--- src/pkg/rtcb_pkg.sv ---
// Purpose: Shared constants and types for the serial real-time clock block
// Assumes: 200 MHz system clock, 32.768 kHz crystal sampled as a plain input
// Notes:   Register indices are the command-byte bits 5..1
package rtcb_pkg;

    //--------------------------------------------------------------------
    // Timing and identity
    //--------------------------------------------------------------------
    localparam int         OSC_HZ       = 32768;   // Crystal cycles per second
    localparam logic [6:0] SLAVE_ID     = 7'h50;   // Arbitrary value
    localparam int         SRAM_DEPTH   = 31;

    //--------------------------------------------------------------------
    // Command byte fields
    //--------------------------------------------------------------------
    localparam int         CMD_WEN_BIT  = 7;
    localparam int         CMD_MEM_BIT  = 6;
    localparam int         CMD_RD_BIT   = 0;

    //--------------------------------------------------------------------
    // Register indices
    //--------------------------------------------------------------------
    localparam logic [4:0] IDX_SEC      = 5'h00;
    localparam logic [4:0] IDX_MIN      = 5'h01;
    localparam logic [4:0] IDX_HR       = 5'h02;
    localparam logic [4:0] IDX_DATE     = 5'h03;
    localparam logic [4:0] IDX_MON      = 5'h04;
    localparam logic [4:0] IDX_DAY      = 5'h05;
    localparam logic [4:0] IDX_YEAR     = 5'h06;
    localparam logic [4:0] IDX_CTRL     = 5'h07;
    localparam logic [4:0] IDX_CENT     = 5'h09;
    localparam logic [4:0] IDX_RSVD     = 5'h0b;
    localparam logic [4:0] IDX_BURST    = 5'h1f;

    //--------------------------------------------------------------------
    // Reset values and field positions
    //--------------------------------------------------------------------
    localparam logic [7:0] RST_SEC      = 8'h00;
    localparam logic [7:0] RST_MIN      = 8'h00;
    localparam logic [7:0] RST_HR       = 8'h00;
    localparam logic [7:0] RST_DATE     = 8'h01;
    localparam logic [7:0] RST_MON      = 8'h01;
    localparam logic [7:0] RST_DAY      = 8'h01;
    localparam logic [7:0] RST_YEAR     = 8'h70;
    localparam logic [7:0] RST_CTRL     = 8'h00;
    localparam logic [7:0] RST_CENT     = 8'h19;
    localparam logic [7:0] RST_RSVD     = 8'h07;
    localparam int         HR_MODE12_BIT = 7;
    localparam int         HR_PM_BIT    = 5;

    typedef enum logic [2:0] {ST_IDLE, ST_ID, ST_CMD, ST_WR, ST_RD} rtcb_state_t;

endpackage

--- src/logic/rtcb_cal.sv ---
// Purpose: BCD clock and calendar counters with register write port
// Assumes: tick_i is a one-cycle pulse once per second
// Notes:   A write in the tick cycle wins over the count
`timescale 1ns/10ps
module rtcb_cal import rtcb_pkg::*; (
    input  wire logic       sys_clk_i,
    input  wire logic       nrst_i,
    input  wire logic       tick_i,
    input  wire logic       wr_i,
    input  wire logic [4:0] wr_idx_i,
    input  wire logic [7:0] wr_data_i,
    output logic [7:0]      sec_o,
    output logic [7:0]      min_o,
    output logic [7:0]      hr_o,
    output logic [7:0]      date_o,
    output logic [7:0]      mon_o,
    output logic [7:0]      day_o,
    output logic [7:0]      year_o,
    output logic [7:0]      ctrl_o,
    output logic [7:0]      cent_o
);

    //--------------------------------------------------------------------
    // BCD helpers
    //--------------------------------------------------------------------
    function automatic logic [7:0] bcd_inc(input logic [7:0] v);
        bcd_inc = (v[3:0] == 4'h9) ? {v[7:4] + 4'h1, 4'h0} : v + 8'h01;
    endfunction

    // Two-digit BCD divisible by four: (2*tens + ones) mod 4
    function automatic logic div4(input logic [7:0] v);
        div4 = (2'(v[1:0] + {v[4], 1'b0}) == 2'b00);
    endfunction

    // Year 00 leans on the century, so 2000 leaps and 2100 does not
    function automatic logic [7:0] mdays(input logic [7:0] m, input logic [7:0] y,
                                         input logic [7:0] c);
        logic leap;
        leap = (y == 8'h00) ? div4(c) : div4(y);
        case (m)
            8'h02:                      mdays = leap ? 8'h29 : 8'h28;
            8'h04, 8'h06, 8'h09, 8'h11: mdays = 8'h30;
            default:                    mdays = 8'h31;
        endcase
    endfunction

    //--------------------------------------------------------------------
    // Carry chain
    //--------------------------------------------------------------------
    logic hr12;
    logic c_s, c_m, c_h, c_d, c_mo, c_y;
    assign hr12 = hr_o[HR_MODE12_BIT];
    assign c_s  = tick_i && sec_o == 8'h59;
    assign c_m  = c_s && min_o == 8'h59;
    assign c_h  = c_m && (hr12 ? (hr_o[HR_PM_BIT] && hr_o[4:0] == 5'h11)
                               : hr_o == 8'h23);
    assign c_d  = c_h && date_o == mdays(mon_o, year_o, cent_o);
    assign c_mo = c_d && mon_o == 8'h12;
    assign c_y  = c_mo && year_o == 8'h99;

    // Counters; writes take precedence so software always lands its value
    always_ff @(posedge sys_clk_i or negedge nrst_i) begin
        if (!nrst_i) begin
            sec_o  <= RST_SEC;
            min_o  <= RST_MIN;
            hr_o   <= RST_HR;
            date_o <= RST_DATE;
            mon_o  <= RST_MON;
            day_o  <= RST_DAY;
            year_o <= RST_YEAR;
            ctrl_o <= RST_CTRL;
            cent_o <= RST_CENT;
        end else if (wr_i) begin
            case (wr_idx_i)
                IDX_SEC:  sec_o  <= wr_data_i;
                IDX_MIN:  min_o  <= wr_data_i;
                IDX_HR:   hr_o   <= wr_data_i;
                IDX_DATE: date_o <= wr_data_i;
                IDX_MON:  mon_o  <= wr_data_i;
                IDX_DAY:  day_o  <= wr_data_i;
                IDX_YEAR: year_o <= wr_data_i;
                IDX_CTRL: ctrl_o <= wr_data_i;
                IDX_CENT: cent_o <= wr_data_i;
                default: ;
            endcase
        end else if (tick_i) begin
            sec_o <= c_s ? 8'h00 : bcd_inc(sec_o);
            if (c_s) begin
                min_o <= c_m ? 8'h00 : bcd_inc(min_o);
            end
            if (c_m) begin
                if (!hr12) begin
                    hr_o <= (hr_o == 8'h23) ? 8'h00 : bcd_inc(hr_o);
                end else if (hr_o[4:0] == 5'h12) begin
                    hr_o[4:0] <= 5'h01;
                end else begin
                    hr_o[4:0] <= 5'(bcd_inc({3'h0, hr_o[4:0]}));
                    if (hr_o[4:0] == 5'h11) begin
                        hr_o[HR_PM_BIT] <= ~hr_o[HR_PM_BIT];
                    end
                end
            end
            if (c_h) begin
                day_o  <= (day_o == 8'h07) ? 8'h01 : bcd_inc(day_o);
                date_o <= c_d ? 8'h01 : bcd_inc(date_o);
            end
            if (c_d) begin
                mon_o <= c_mo ? 8'h01 : bcd_inc(mon_o);
            end
            if (c_mo) begin
                year_o <= c_y ? 8'h00 : bcd_inc(year_o);
            end
            if (c_y) begin
                cent_o <= bcd_inc(cent_o);
            end
        end
    end

    //--------------------------------------------------------------------
    // Checks
    //--------------------------------------------------------------------
    sec_wrap_a: assert property (@(posedge sys_clk_i) disable iff (!nrst_i)
        (tick_i && !wr_i && sec_o == 8'h59)
        |=> (sec_o == 8'h00 && min_o != $past(min_o)))
        else $error("seconds rollover did not carry into minutes");
    bcd_digit_a: assert property (@(posedge sys_clk_i) disable iff (!nrst_i)
        $rose(tick_i) && !wr_i && sec_o[3:0] == 4'h9 |=> sec_o[3:0] == 4'h0)
        else $error("seconds ones digit left BCD range");
    feb_leap_a: assert property (@(posedge sys_clk_i) disable iff (!nrst_i)
        (c_h && !wr_i && mon_o == 8'h02 && date_o == 8'h28 && year_o == 8'h04)
        |=> (date_o == 8'h29 && mon_o == 8'h02))
        else $error("leap February ended early");
    month_len_a: assert property (@(posedge sys_clk_i) disable iff (!nrst_i)
        (c_h && !wr_i && mon_o == 8'h02 && date_o == 8'h28 && year_o == 8'h03)
        |=> (date_o == 8'h01 && mon_o == 8'h03))
        else $error("short month did not roll over");
    dow_wrap_a: assert property (@(posedge sys_clk_i) disable iff (!nrst_i)
        (c_h && !wr_i && day_o == 8'h07) |=> day_o == 8'h01)
        else $error("weekday did not wrap after seven");
    pm_flip_a: assert property (@(posedge sys_clk_i) disable iff (!nrst_i)
        (c_m && !wr_i && hr12 && hr_o[4:0] == 5'h11)
        |=> (hr_o[4:0] == 5'h12 && hr_o[HR_PM_BIT] != $past(hr_o[HR_PM_BIT])))
        else $error("12-hour mode did not toggle PM at twelve");

endmodule

--- src/logic/rtcb_top.sv ---
// Purpose: Two-wire serial slave giving access to clock registers and scratchpad
// Assumes: Serial clock, data and crystal are asynchronous pins, sampled twice
// Notes:   Data line is open drain: output is always low, enable low drives it
`timescale 1ns/10ps
module rtcb_top import rtcb_pkg::*; #(
    parameter int         OSC_PER_SEC = OSC_HZ,
    parameter logic [6:0] DEV_ID      = SLAVE_ID
) (
    input  wire logic sys_clk_i,
    input  wire logic nrst_i,
    input  wire logic scl_i,
    input  wire logic sda_i,
    output logic      sda_o,
    output logic      sda_oe_n_o,
    input  wire logic crystal_input_pin_i,
    output logic      crystal_output_pin_o
);

    localparam int              PRE_W   = $clog2(OSC_PER_SEC);
    localparam logic [PRE_W-1:0] PRE_MAX = PRE_W'(OSC_PER_SEC - 1);

    //--------------------------------------------------------------------
    // Pin synchronisers and edge detection
    //--------------------------------------------------------------------
    logic [1:0] scl_s_r, sda_s_r, xtl_s_r;
    logic       scl_d_r, sda_d_r, xtl_d_r;
    logic       scl_rise, scl_fall, start_det, stop_det, xtl_rise;

    // Two stages; only the second stage feeds the edge registers
    always_ff @(posedge sys_clk_i or negedge nrst_i) begin
        if (!nrst_i) begin
            scl_s_r <= 2'h3;
            sda_s_r <= 2'h3;
            xtl_s_r <= 2'h0;
            scl_d_r <= 1'b1;
            sda_d_r <= 1'b1;
            xtl_d_r <= 1'b0;
        end else begin
            scl_s_r <= {scl_s_r[0], scl_i};
            sda_s_r <= {sda_s_r[0], sda_i};
            xtl_s_r <= {xtl_s_r[0], crystal_input_pin_i};
            scl_d_r <= scl_s_r[1];
            sda_d_r <= sda_s_r[1];
            xtl_d_r <= xtl_s_r[1];
        end
    end

    assign scl_rise  = scl_s_r[1] && !scl_d_r;
    assign scl_fall  = !scl_s_r[1] && scl_d_r;
    assign start_det = scl_s_r[1] && scl_d_r && sda_d_r && !sda_s_r[1];
    assign stop_det  = scl_s_r[1] && scl_d_r && !sda_d_r && sda_s_r[1];
    assign xtl_rise  = xtl_s_r[1] && !xtl_d_r;

    //--------------------------------------------------------------------
    // Seconds prescaler
    //--------------------------------------------------------------------
    logic [PRE_W-1:0] pre_cnt_r;
    logic             sec_tick;
    assign sec_tick = xtl_rise && pre_cnt_r == PRE_MAX;

    // Counts crystal rising edges; crystal output is the inverted drive
    always_ff @(posedge sys_clk_i or negedge nrst_i) begin
        if (!nrst_i) begin
            pre_cnt_r            <= '0;
            crystal_output_pin_o <= 1'b1;
        end else begin
            crystal_output_pin_o <= ~xtl_s_r[1];
            if (xtl_rise) begin
                pre_cnt_r <= sec_tick ? '0 : pre_cnt_r + 1'b1;
            end
        end
    end

    //--------------------------------------------------------------------
    // Bit engine
    //--------------------------------------------------------------------
    logic [3:0]  cnt_r;
    logic [7:0]  shreg_r;
    logic        mack_r;
    rtcb_state_t st_r;
    logic        byte_done;
    assign byte_done = scl_fall && cnt_r == 4'd8 && st_r != ST_IDLE;

    // Eight data clocks then one acknowledge clock per byte
    always_ff @(posedge sys_clk_i or negedge nrst_i) begin
        if (!nrst_i) begin
            cnt_r   <= 4'd0;
            shreg_r <= 8'h00;
            mack_r  <= 1'b0;
        end else if (start_det || stop_det) begin
            cnt_r <= 4'd0;
        end else if (scl_rise) begin
            cnt_r <= cnt_r + 4'd1;
            if (cnt_r < 4'd8) begin
                shreg_r <= {shreg_r[6:0], sda_s_r[1]};
            end else begin
                mack_r <= !sda_s_r[1];
            end
        end else if (scl_fall && cnt_r == 4'd9) begin
            cnt_r <= 4'd0;
        end
    end

    //--------------------------------------------------------------------
    // Protocol state, pointer and data line drive
    //--------------------------------------------------------------------
    logic [4:0] ptr_r;
    logic       mem_r, wen_r, drv_r;
    logic [7:0] tx_r, rd_mux;
    logic       id_hit;
    assign id_hit = shreg_r[7:1] == DEV_ID && !shreg_r[CMD_RD_BIT];

    // Acknowledge and data bits change only after a serial clock fall
    always_ff @(posedge sys_clk_i or negedge nrst_i) begin
        if (!nrst_i) begin
            st_r  <= ST_IDLE;
            ptr_r <= 5'h00;
            mem_r <= 1'b0;
            wen_r <= 1'b0;
            drv_r <= 1'b0;
            tx_r  <= 8'h00;
        end else if (start_det) begin
            st_r  <= ST_ID;
            drv_r <= 1'b0;
        end else if (stop_det) begin
            st_r  <= ST_IDLE;
            drv_r <= 1'b0;
        end else if (byte_done) begin
            case (st_r)
                ST_ID: begin
                    drv_r <= id_hit;
                    st_r  <= id_hit ? ST_CMD : ST_IDLE;
                end
                ST_CMD: begin
                    drv_r <= 1'b1;
                    st_r  <= shreg_r[CMD_RD_BIT] ? ST_RD : ST_WR;
                    ptr_r <= (shreg_r[5:1] == IDX_BURST) ? 5'h00 : shreg_r[5:1];
                    mem_r <= shreg_r[CMD_MEM_BIT];
                    wen_r <= shreg_r[CMD_WEN_BIT];
                end
                ST_WR: begin
                    drv_r <= 1'b1;
                    ptr_r <= ptr_r + 5'h01;
                end
                ST_RD: begin
                    drv_r <= 1'b0;
                    ptr_r <= ptr_r + 5'h01;
                end
                default: drv_r <= 1'b0;
            endcase
        end else if (scl_fall && cnt_r == 4'd9 && st_r != ST_IDLE) begin
            if (st_r == ST_RD && mack_r) begin
                tx_r  <= rd_mux;
                drv_r <= !rd_mux[7];
            end else begin
                drv_r <= 1'b0;
                if (st_r == ST_RD) begin
                    st_r <= ST_IDLE;
                end
            end
        end else if (scl_fall && st_r == ST_RD && cnt_r != 4'd0) begin
            tx_r  <= {tx_r[6:0], 1'b0};
            drv_r <= !tx_r[6];
        end
    end

    // Registered open-drain outputs: data is held low, enable releases it
    always_ff @(posedge sys_clk_i or negedge nrst_i) begin
        if (!nrst_i) begin
            sda_o      <= 1'b0;
            sda_oe_n_o <= 1'b1;
        end else begin
            sda_o      <= 1'b0;
            sda_oe_n_o <= !drv_r;
        end
    end

    //--------------------------------------------------------------------
    // Writes, latch and scratchpad
    //--------------------------------------------------------------------
    logic       wr_fire, cal_wr, ram_wr;
    logic       latch_pend_r, latch_do;
    logic [7:0] cal_v [0:8];
    logic [7:0] lat_r [0:8];
    logic [7:0] sram_r [0:SRAM_DEPTH-1];

    // Only complete bytes acknowledged with writes enabled take effect
    assign wr_fire  = byte_done && st_r == ST_WR && wen_r;
    assign cal_wr   = wr_fire && !mem_r;
    assign ram_wr   = wr_fire && mem_r && ptr_r < 5'(SRAM_DEPTH);
    // Deferring the copy by a cycle keeps it off the seconds update
    assign latch_do = latch_pend_r && !sec_tick;

    always_ff @(posedge sys_clk_i or negedge nrst_i) begin
        if (!nrst_i) begin
            latch_pend_r <= 1'b0;
        end else if (byte_done && st_r == ST_CMD && shreg_r[CMD_RD_BIT]
                     && !shreg_r[CMD_MEM_BIT]) begin
            latch_pend_r <= 1'b1;
        end else if (latch_do) begin
            latch_pend_r <= 1'b0;
        end
    end

    // Holding latch for timekeeping reads; counters keep running
    always_ff @(posedge sys_clk_i or negedge nrst_i) begin
        if (!nrst_i) begin
            for (int i = 0; i < 9; i++) begin
                lat_r[i] <= 8'h00;
            end
        end else if (latch_do) begin
            for (int i = 0; i < 9; i++) begin
                lat_r[i] <= cal_v[i];
            end
        end
    end

    // Scratchpad has no reset, like its power-on contents
    always_ff @(posedge sys_clk_i) begin
        if (ram_wr) begin
            sram_r[ptr_r] <= shreg_r;
        end
    end

    // Read source for the next byte out
    always_comb begin
        rd_mux = 8'h00;
        if (mem_r) begin
            if (ptr_r < 5'(SRAM_DEPTH)) begin
                rd_mux = sram_r[ptr_r];
            end
        end else if (ptr_r <= IDX_CTRL) begin
            rd_mux = lat_r[ptr_r[2:0]];
        end else if (ptr_r == IDX_CENT) begin
            rd_mux = lat_r[8];
        end else if (ptr_r == IDX_RSVD) begin
            rd_mux = RST_RSVD;
        end
    end

    rtcb_cal u_cal (
        .sys_clk_i (sys_clk_i),
        .nrst_i    (nrst_i),
        .tick_i    (sec_tick),
        .wr_i      (cal_wr),
        .wr_idx_i  (ptr_r),
        .wr_data_i (shreg_r),
        .sec_o     (cal_v[0]),
        .min_o     (cal_v[1]),
        .hr_o      (cal_v[2]),
        .date_o    (cal_v[3]),
        .mon_o     (cal_v[4]),
        .day_o     (cal_v[5]),
        .year_o    (cal_v[6]),
        .ctrl_o    (cal_v[7]),
        .cent_o    (cal_v[8])
    );

    //--------------------------------------------------------------------
    // Checks
    //--------------------------------------------------------------------
    idle_release_a: assert property (@(posedge sys_clk_i) disable iff (!nrst_i)
        (st_r == ST_IDLE && $past(st_r == ST_IDLE)) |=> sda_oe_n_o)
        else $error("data line driven while idle");
    id_miss_a: assert property (@(posedge sys_clk_i) disable iff (!nrst_i)
        (byte_done && st_r == ST_ID && shreg_r[7:1] != DEV_ID) |=> ##1 sda_oe_n_o)
        else $error("acknowledged a foreign slave identifier");
    gen_call_a: assert property (@(posedge sys_clk_i) disable iff (!nrst_i)
        (byte_done && st_r == ST_ID && shreg_r == 8'h00)
        |=> st_r == ST_IDLE ##1 sda_oe_n_o)
        else $error("general call was acknowledged");
    wr_block_a: assert property (@(posedge sys_clk_i) disable iff (!nrst_i)
        (byte_done && st_r == ST_CMD && !shreg_r[CMD_WEN_BIT])
        |=> (!wen_r && !wr_fire && st_r != ST_ID) [*8])
        else $error("write went through with enable bit clear");
    latch_hold_a: assert property (@(posedge sys_clk_i) disable iff (!nrst_i)
        (latch_pend_r && sec_tick) |=> latch_pend_r ##1 !latch_pend_r)
        else $error("latch copy collided with a seconds update");
    stop_discard_a: assert property (@(posedge sys_clk_i) disable iff (!nrst_i)
        stop_det |=> (st_r == ST_IDLE && cnt_r == 4'd0 && !wr_fire))
        else $error("partial byte not discarded on stop");
    tick_count_a: assert property (@(posedge sys_clk_i) disable iff (!nrst_i)
        sec_tick |=> pre_cnt_r == '0)
        else $error("prescaler did not restart after a second");

endmodule

--- config.mk ---
export PLATFORM = sky130hd
export DESIGN_NAME = rtcb_top
export DESIGN_NICKNAME = d
export VERILOG_FILES = /design/src/pkg/rtcb_pkg.sv /design/src/logic/rtcb_cal.sv /design/src/logic/rtcb_top.sv
export SDC_FILE = /design/constraint.sdc
export NUM_CORES = 1
export LEC_CHECK = 0
export ABC_AREA = 1
export BUFFER_PORTS_ARGS = -buffer_cell sky130_fd_sc_hd__buf_2
export CORE_MARGIN = 3
export CORE_UTILIZATION = 46
export DETAILED_ROUTE_END_ITERATION = 8
export GPL_ROUTABILITY_DRIVEN = 0
export PLACE_DENSITY = 0.63
export SLEW_MARGIN = 25
export SYNTH_ARGS = -nofsm -noshare
export SYNTH_HDL_FRONTEND = slang
export SYNTH_SLANG_ARGS = --single-unit
--- constraint.sdc ---
create_clock -name sys_clk_i -period 3.9 [get_ports sys_clk_i]
set_input_delay 0.195 -clock sys_clk_i [delete_from_list [all_inputs] [get_ports sys_clk_i]]
set_output_delay 0.195 -clock sys_clk_i [all_outputs]
set_load 0.01 [all_outputs]
==> metrics, run 1 <==
final hold viol count 0; CTS max path bufs 3; CTS resizes 0; CP Capture Type flip-flop; min Tclk post-route 3.04 ns; initial antenna violation count 0; RSZ-0062 raised after global routing false; slowest stage delay, CP a little under 0.8 ns; FMAX between 300 and 400 MHz; postcts setup bufs 0; post-synth top area cell edfxtp_1; largest net degree at the start of global routing about 160; die extent in x 219 um; share of cells above drive strength 1 0.0875; final period utilization 0.780; Leakage ~0.0092 uW; Core Region between 40000 and 50000 sq um; sequential area share after synthesis 0.598; Yosys cell types between 50 and 60; Warnings, synthesis 0; io pins 8; startpoint type of the worst setup path flip-flop; WHS approximately 0.25 ns; DIE AREA about 48000 sq um; post-route ant nets 0; syn avg cell area ~9.7 sq um; endpoints failing setup 0; global-route wire length before repair about 85000 um; Post-Route WL 54200 um; max cap viols 0; critical path arrival approximately 3.3 ns; hold crit path type in2reg; H-Tree Level Count 2; fin nets about 2200; CTS Root Cell clkbuf_16; setup TNS 0 ns; area grow syn2layout 10.3%; # rows 77; DRC Markers 0; Critical Path Fanout Max 20; count leader, synth nand2_1; vias in the first global route 15100; EDFF count, synth about 250; total via count in the routed design between 15000 and 20000; Synth top area share 0.356; Die Ht approximately 220 um; Synth top cells by count 405 x nand2_1, 303 x nor2_1, 300 x o21ai_0, 248 x edfxtp_1, 185 x dfrtp_1; clk_skew 0.0284 ns; vias per cell 5.58; Post-DP HPWL approximately 36000 um; Total Routing Usage GR 0.229; clk_lat worst skew about 0.60 ns; Top cell by count, worst path nor2_1; Least-Margin Pin Slew 0.966 ns; number of fill cells in the layout 4077; status finished, final reports clean; total gr overflow 0; clock slew at reported path FFs ~0.070 ns; Max VDD drop 297 uV; Synth area leaders edfxtp_1 36%, dfrtp_1 22%, nand2_1 7.3%; CTS tree built; port bufs 6; slowest stage cell, crit path nor2_1; Max transition margin 0.354; antenna fix cells 0; Top FF cell, synth edfxtp_1; Cell Pwr Density between 400 and 500 nW/um^2; WP data required 4.12 ns; Cells after Synth between 2000 and 2500; 1st-iter DRT viols ~1600; CTS Buf Count between 40 and 50; clock sinks 450; Mapped Area around 21000 sq um; synthesized flop and latch total 450; routed length per instance slightly below 20 um; Syn Nets roughly 2200; Initial Util 0.469; Slew Viols, Final 0; Hold-fix buffers, CTS 4; CP cell instances nor2_2 -> inv_1 -> nor2_1 -> nand2_1 -> nor2_1; first-pass detailed-route iteration total 5; WS Path Type reg2reg; ys async rst share 0.449
-- cell usage in the layout, fill, tap and decap left out, drive strengths merged, types with 5 or more instances in the layout --
cell type,instances
nand3,89
xnor2,5
dfrtp,185
nand4,29
nor2,322
buf,26
edfxtp,248
o211ai,20
inv,161
a21oi,71
o31ai,6
clkinv,21
o22ai,53
xor2,30
o221ai,7
nand2,414
dfstp,17
clkbuf,61
nor3,19
o311ai,6
a211oi,5
clkinvlp,5
a31oi,21
o21ai,316
ha,35
-- cell type report --
cell class | instances | area (sq um) | area share
clock buffer | 60 | 1290 | 0.0557
clock inverter | 30 | 295 | 0.0128
sequential | 450 | 12500 | 0.543
multi-input combinational | 1463 | 7360 | 0.319
timing repair buffer | 31 | 262 | 0.0113
tap | 592 | 741 | 0.0321
inverter | 161 | 612 | 0.0265
-- routing by layer --
metal / vias to the layer above / wire length [um] / global-route usage / share of wire
met5: - / 0 / 0 / 0
met1: 7513 / 23600 / 0.313 / 0.44
met3: 123 / 3180 / 0.0339 / 0.059
met2: 495 / 25200 / 0.365 / 0.47
li1: 7417 / - / - / -
met4: 0 / 2180 / 0.0985 / 0.040
-- metrics by stage --
step	cell area, sq um	utilization	cells	worst slack [ns]	power [uW]
2_1_floorplan	20900	-	2168	1.52	5760
3_5_place_dp	21500	0.481	2693	0.924	6130
3_3_place_gp	21500	0.481	2693	1.01	6120
5_1_grt	23100	0.518	2787	0.705	11000
6_report	23100	0.518	2787	0.859	10600
4_1_cts	23100	0.518	2787	0.899	10700
-- logic make-up (layout without fill, tap and decap cells) --
family	after synthesis	count (layout)	share of synthesized area
AND/OR/NAND/NOR	877	877	0.179
AO/OA/AOI/OAI	512	512	0.135
flip-flops	450	450	0.598
buffers and inverters	255	282	0.0507
adder cells (fa/ha/maj)	35	35	0.0209
XOR/XNOR	35	35	0.0146
multiplexers	3	3	0.00155
other	1	1	0.000179
-- flip-flops by register name, summed over array words and instances (netlist names), 4 cells and up --
| signal | cells |
|---|---|
| cnt_r | 4 |
| lat_r | 72 |
| pre_cnt_r | 15 |
| ptr_r | 5 |
| shreg_r | 8 |
| sram_r | 248 |
| tx_r | 7 |
| u_cal.cent_o | 8 |
| u_cal.ctrl_o | 8 |
| u_cal.date_o | 8 |
| u_cal.day_o | 8 |
| u_cal.hr_o | 8 |
| u_cal.min_o | 8 |
| u_cal.mon_o | 8 |
| u_cal.sec_o | 8 |
| u_cal.year_o | 8 |
-- worst max-delay path: cells and delay by family (launching register included) --
family / cells / cell delay (ns)
simple gates: 4 / 1.92
flops: 1 / 0.63
buf+inv: 1 / 0.10
-- worst paths after layout --
| path | start | cells after the start | to | slack [ns] |
|---|---|---|---|---|
| setup / recovery | ptr_r[2] | 5 | sram_r[11][0] | 0.86 |
| hold / removal | sda_i | 2 | sda_s_r[0] | 0.25 |
| setup reg to reg | ptr_r[2] | 5 | sram_r[11][0] | 0.86 |
| hold reg to reg | xtl_s_r[0] | 0 | xtl_s_r[1] | 0.35 |
| max in group asynchronous | nrst_i | 3 | u_cal.cent_o[4] | 2.56 |
| min in group asynchronous | nrst_i | 2 | u_cal.year_o[1] | 0.26 |
-- power breakdown --
group	total [uW]	internal, uW	switching (uW)
sequential	5500	5330	167
clock	4560	2630	1930
combinational	521	96.7	424
total	10600	8060	2520
(Power assumes the default switching activity.)
==> inputs of run 2 (changes only) <==
clock period = 2.9 ns   (was 3.9 ns; I/O delays follow)
==> run 2 against run 1 <==
Effect of this change:
- total power increased by 37%
- die area unchanged
- sequential power increased by 32%
- critical path depth increased by 4
- highest routed layer unchanged
- worst setup slack got worse by 0.63 ns
- sequential share of layout area decreased by 1.2 points
- register-to-register slack got worse by 0.63 ns
- global-route usage increased by 0.16 points
- routed wire length increased by 1.4%
- non-clock buffer count increased by 45
- clock skew decreased by 0.0082 ns
- combinational power increased by 59%
==> metrics, run 2 (synthesized netlist as in run 1, its figures left out) <==
global route hottest layer met2; largest net degree at the start of global routing 96 (-38%); vias per cell 5.59 (+0.13%); Core Region 44600 sq um (unchanged); port bufs 6 (unchanged); critical path arrival 2.96 ns (-0.30 ns); Initial Util 0.469 (unchanged); # rows 77 (unchanged); Cell Pwr Density 615 nW/um^2 (+34%); vias in the first global route 15300 (+1.4%); worst reg-to-reg path cell count 9 (+4); io pins 8 (unchanged); setup TNS 0 ns (unchanged); Max transition margin 0.514 (+0.161); 1st-iter DRT viols 1359 (-13%); Total Routing Usage GR 0.230 (+0.00162); final hold viol count 0 (unchanged); total gr overflow 0 (unchanged); clock slew at reported path FFs 0.06 ns (about the same); DIE AREA 48100 sq um (unchanged); CP Capture Type flip-flop; startpoint type of the worst setup path flip-flop; min Tclk post-route 2.67 ns (-0.373 ns); Post-DP HPWL 35700 um (+0.42%); share of cells above drive strength 1 0.103 (+0.0153); status finished, final reports clean; global-route wire length before repair 86200 um (+1.3%); final period utilization 0.920 (+0.140); CTS Root Cell clkbuf_16; WHS 0.147 ns (-0.100 ns); WS Path Type reg2reg; die extent in x 219 um (unchanged); Max VDD drop 417 uV (+40%); most frequent cells in the layout 404 x nand2_1, 303 x nor2_1, 300 x o21ai_0, 248 x edfxtp_1, 183 x dfrtp_1; CTS max path bufs 3 (unchanged); max reg flops 248 (unchanged); Largest Register sram_r; r2r startpoint cnt_r[0]; clock sinks 450 (unchanged); Slew Viols, Final 0 (unchanged); area grow syn2layout 12.6%; first-pass detailed-route iteration total 5 (unchanged); CTS tree built; clk_lat worst skew 0.59 ns (about the same); WP data required 3.19 ns (-0.93 ns); endpoints failing setup 0 (unchanged); H-Tree Level Count 2 (unchanged); Worst Setup SP cnt_r[0]; post-route ant nets 0 (unchanged); leading cell type in the layout, fill and taps excluded nand2_1; Core Util, Final 0.529 (+0.0111); fin nets 2239 (+2.0%); total via count in the routed design 15800 (+1.7%); Post-Route WL 54900 um (+1.4%); postcts setup bufs 0 (unchanged); Least-Margin Pin Slew 0.729 ns (-0.238 ns); Critical Path Fanout Max 8 (-60%); routed length per instance 19.4 um (-0.10%); top flop regs sram_r x248, lat_r x72, pre_cnt_r x15; M2 GR Usage 0.379 (+0.0144); initial antenna violation count 0 (unchanged); met3 GRT Util 0.0442 (+0.0102); RSZ-0062 raised after global routing false; met1 Resource Use GR 0.305 (-0.00850); DP Area 21900 sq um (+1.9%); hold crit path type in2async; FMAX 375 MHz (+14%); max cap viols 0 (unchanged); post-route cell area 23600 sq um (+2.1%); CTS Buf Count 47 (-2.1%); Die Ht 219 um (unchanged); DRC Markers 0 (unchanged); Leakage 0.00953 uW (+3.5%); clk_skew 0.0202 ns (-0.00824 ns); antenna fix cells 0 (unchanged)
-- run 2: cell types whose count changed in the layout (fill, tap and decap cells not counted), sizes merged --
cell	delta
buf	+45
clkbuf	+13
clkinv	-10
clkinvlp	-4
inv	-2
bufinv	+1
-- run 2: worst paths after layout --
path                       slack (ns)         endpoint
hold reg to reg                  0.35       xtl_s_r[1]
setup / recovery                 0.23    sram_r[13][5]
hold / removal                   0.15       xtl_s_r[0]
min in group sys_clk_i           0.20       xtl_s_r[0]
max in group asynchronous        1.88  u_cal.cent_o[0]
setup reg to reg                 0.23    sram_r[13][5]
-- run 2: area by class of cell --
class,count,area (sq um)
clock buffers,73,1450
clock inverters,15,218
fillers,3947,21000
inverters,161,612
multi-input cells,1463,7360
flip-flops and latches,450,12500
well taps,592,741
repair buffers,76,678
-- run 2: timing repair --
item,CTS,global route
resized for setup,0,1
endpoints found under the hold margin,80,0
endpoints found under the setup margin,0,1
hold buffers,4,0
-- run 2: per-layer routing --
metal / share of wire / up-vias
met1: 0.42 / 7642
met3: 0.069 / 119
met5: 0 / -
met4: 0.033 / 0
met2: 0.48 / 540
li1: - / 7508
-- run 2: where the power goes --
| group | total, uW | internal [uW] | switching, uW |
|---|---|---|---|
| Combinational | 827 | 147 | 680 |
| Sequential | 7270 | 7170 | 106 |
| Clock | 6400 | 3880 | 2520 |
-- run 2: metrics by stage --
| step | std cells | total power, uW | worst slack, ns |
|---|---|---|---|
| floorplan | 2168 | 7740 | 0.519 |
| global placement | 2738 | 8200 | 0.265 |
| detailed placement | 2738 | 8220 | 0.228 |
| CTS | 2830 | 14600 | 0.217 |
| global route | 2830 | 15000 | 0.0255 |
| finish | 2830 | 14500 | 0.233 |
-- run 2: critical path, stage by stage, from the launching register on --
cell and delay (ns):
dfrtp_1 0.44, inv_1 0.08, ha_1 0.21, nand4_4 0.17, nor2_8 0.17, nand3_1 0.10
nor2_1 0.31, nand2_1 0.46, nor2_1 0.22, buf_4 0.21
==> inputs of run 3 (changes only) <==
--- a/config.mk
+++ b/config.mk
@@ -13,3 +13,3 @@
 export GPL_ROUTABILITY_DRIVEN = 0
-export PLACE_DENSITY = 0.63
+export PLACE_DENSITY = 0.65
 export SLEW_MARGIN = 25
@@ -18 +18,2 @@
 export SYNTH_SLANG_ARGS = --single-unit
+export TNS_END_PERCENT = 100
==> constraint.sdc (replaced) <==
create_clock -name sys_clk_i -period 2.15 [get_ports sys_clk_i]
set_input_delay 0.3225 -clock sys_clk_i [delete_from_list [all_inputs] [get_ports sys_clk_i]]
set_output_delay 0.3225 -clock sys_clk_i [all_outputs]
set_load 0.01 [all_outputs]
==> run 3 against run 2 <==
Effect of this change:
- the flow now finishes with violations (setup timing)
- maximum frequency is 22% higher
- first-iteration DRC count up 29%
- worst setup slack worse by 0.26 ns
- worst hold slack better by 0.062 ns
- total power increased by 39%
- critical path depth unchanged
- sequential power increased by 35%
- routed wire length increased by 5.6%
- global-route usage rose by 0.64 points
- design area increased by 8.8%
- core utilization up 4.7 points
==> metrics, run 3 (synthesized netlist as in run 1, its figures left out) <==
CTS Buf Count 49 (+4.3%); CTS max path bufs 3 (unchanged); reg2reg setup slack -0.03 ns (-0.26 ns); CP Capture Type flip-flop; post-route cell area 25700 sq um (+8.8%); status complete, but fails checks; vias in the first global route 15900 (+4.0%); vias per cell 5.64 (+0.95%); WS Path Type reg2reg; CP cell instances inv_2 -> nor2_4 -> nand4_4 -> nor2_8 -> nand4_4 -> buf_12 -> o21ai_4 -> clkinvlp_4 -> a31oi_2; Leakage 0.0104 uW (+9.2%); clk_lat worst skew 0.60 ns (about the same); total via count in the routed design 16700 (+5.5%); leading cell type in the layout, fill and taps excluded nand2_1; most frequent cells in the layout 376 x nand2_1, 279 x o21ai_0, 261 x nor2_1, 248 x edfxtp_1, 182 x dfrtp_1; FMAX 459 MHz (+22%); fin cells 2959 (+4.6%); Cell Pwr Density 782 nW/um^2 (+27%); max reg flops 248 (unchanged); # rows 77 (unchanged); Top cell by count, worst path nand4_4; final hold viol count 0 (unchanged); final period utilization 1.01 (+0.0934); fin nets 2366 (+5.7%); Post-DP HPWL 38300 um (+7.3%); clk_skew 0.0213 ns (+0.00116 ns); port bufs 6 (unchanged); area grow syn2layout 22.6%; Critical Path Fanout Max 8 (unchanged); Initial Util 0.469 (unchanged); critical path arrival 2.68 ns (-0.28 ns); top sig layer met4; 1st-iter DRT viols 1758 (+29%); die extent in x 219 um (unchanged); DRC Markers 0 (unchanged); failing checks setup timing; endpoints failing setup 2 (+2); Flop pwr share 0.487 (-0.015); Met1 Wirelength 24500 um (+5.8%); Routed met3 length 3880 um (+2.6%); Clock Power Share 0.451 (+0.010); startpoint type of the worst setup path flip-flop; placed cells 2828 (+3.3%); worst reg-to-reg path cell count 9 (unchanged); io pins 8 (unchanged); share of cells above drive strength 1 0.202 (+0.0992); Die Ht 219 um (unchanged); CTS Root Cell clkbuf_16; slowest stage delay, CP 0.54 ns (+0.08 ns); clock slew at reported path FFs 0.06 ns (about the same); global-route wire length before repair 88700 um (+2.9%); CTS tree built; post-route ant nets 0 (unchanged); r2r startpoint scl_d_r; H-Tree Level Count 2 (unchanged); Slew Viols, Final 0 (unchanged); antenna fix cells 0 (unchanged); Core Region 44600 sq um (unchanged); Post-Route WL 58000 um (+5.6%); max cap viols 0 (unchanged); logic gate share of total power 0.062 (+0.005); DP Area 22700 sq um (+3.9%); hold crit path type in2async; WP data required 2.65 ns (-0.54 ns); min Tclk post-route 2.18 ns (-0.489 ns); RSZ-0062 raised after global routing true; Worst R2R End u_cal.min_o[6]; worst setup slack after layout -0.0283 ns (-0.261 ns); top flop regs sram_r x248, lat_r x72, pre_cnt_r x15; slowest stage cell, crit path dfstp_2; largest net degree at the start of global routing 70 (-27%); sw frac 0.232 (+0.00388); total gr overflow 0 (unchanged); routed length per instance 19.6 um (+1.0%); DIE AREA 48100 sq um (unchanged); Sw Pwr 4660 uW (+41%); clock sinks 450 (unchanged); Largest Register sram_r; WL met2 27500 um (+5.3%); internal power 15400 uW (+38%); first-pass detailed-route iteration total 6 (+1); initial antenna violation count 0 (unchanged); Total Routing Usage GR 0.237 (+0.00643); setup TNS -0.0373 ns (-0.0373 ns); Max VDD drop 586 uV (+41%)
-- run 3: per-stage QoR --
stage	util	setup slack, ns	total power, uW	hold WS (ns)
after global placement	0.510	-0.111	11100	0.276
final	0.575	-0.0283	20100	0.209
after floorplan	-	-0.0645	10400	0.0269
after CTS	0.553	-0.0281	20200	0.197
after global routing	0.575	-0.136	20700	0.211
after detailed placement	0.510	-0.117	11200	0.282
-- run 3: routing by layer --
layer  vias up  global-route usage
met2       710               0.380
li1       7774                   -
met5         -                   0
met4         0              0.0955
met1      8072               0.327
met3       130              0.0309
-- run 3: power groups by stage --
stage | clock network (uW) | registers, uW | logic (uW)
after floorplan | 0 | 10100 | 302
after global placement | 0 | 9940 | 1190
after detailed placement | 0 | 9950 | 1220
after CTS | 9210 | 9780 | 1230
after global routing | 9550 | 9790 | 1340
final | 9070 | 9780 | 1240
-- run 3: layout make-up --
class / count / area, sq um
clock inverters: 27 / 422
repair buffers: 197 / 1980
well taps: 592 / 741
multi-input cells: 1465 / 8010
clock buffers: 65 / 1310
fillers: 3704 / 18900
repair inverters: 2 / 16.3
inverters: 161 / 658
flip-flops and latches: 450 / 12500
-- run 3: worst max-delay path: cells and delay by family, from the launching register on --
kind | cells | cell delay (ns)
buf+inv | 3 | 0.53
compound gates | 2 | 0.42
flops | 1 | 0.54
simple gates | 4 | 0.59
-- run 3: timing repair --
item / CTS / global route
setup buffers: 5 / 25
hold endpoints to repair: 34 / 0
resized for setup: 35 / 220
cloned: 0 / 7
pin swaps: 5 / 34
hold buffers: 4 / 0
endpoints found under the setup margin: 213 / 355
-- run 3: worst max path at each step --
stage             start  cells after the start         endpoint
2_1_floorplan  ptr_r[0]                      6    sram_r[10][0]
3_3_place_gp   ptr_r[0]                     11          tx_r[2]
3_5_place_dp   ptr_r[0]                     11          tx_r[2]
4_1_cts         scl_d_r                     11    sram_r[19][6]
5_1_grt         scl_d_r                     12  u_cal.date_o[6]
6_report        scl_d_r                      9   u_cal.min_o[6]
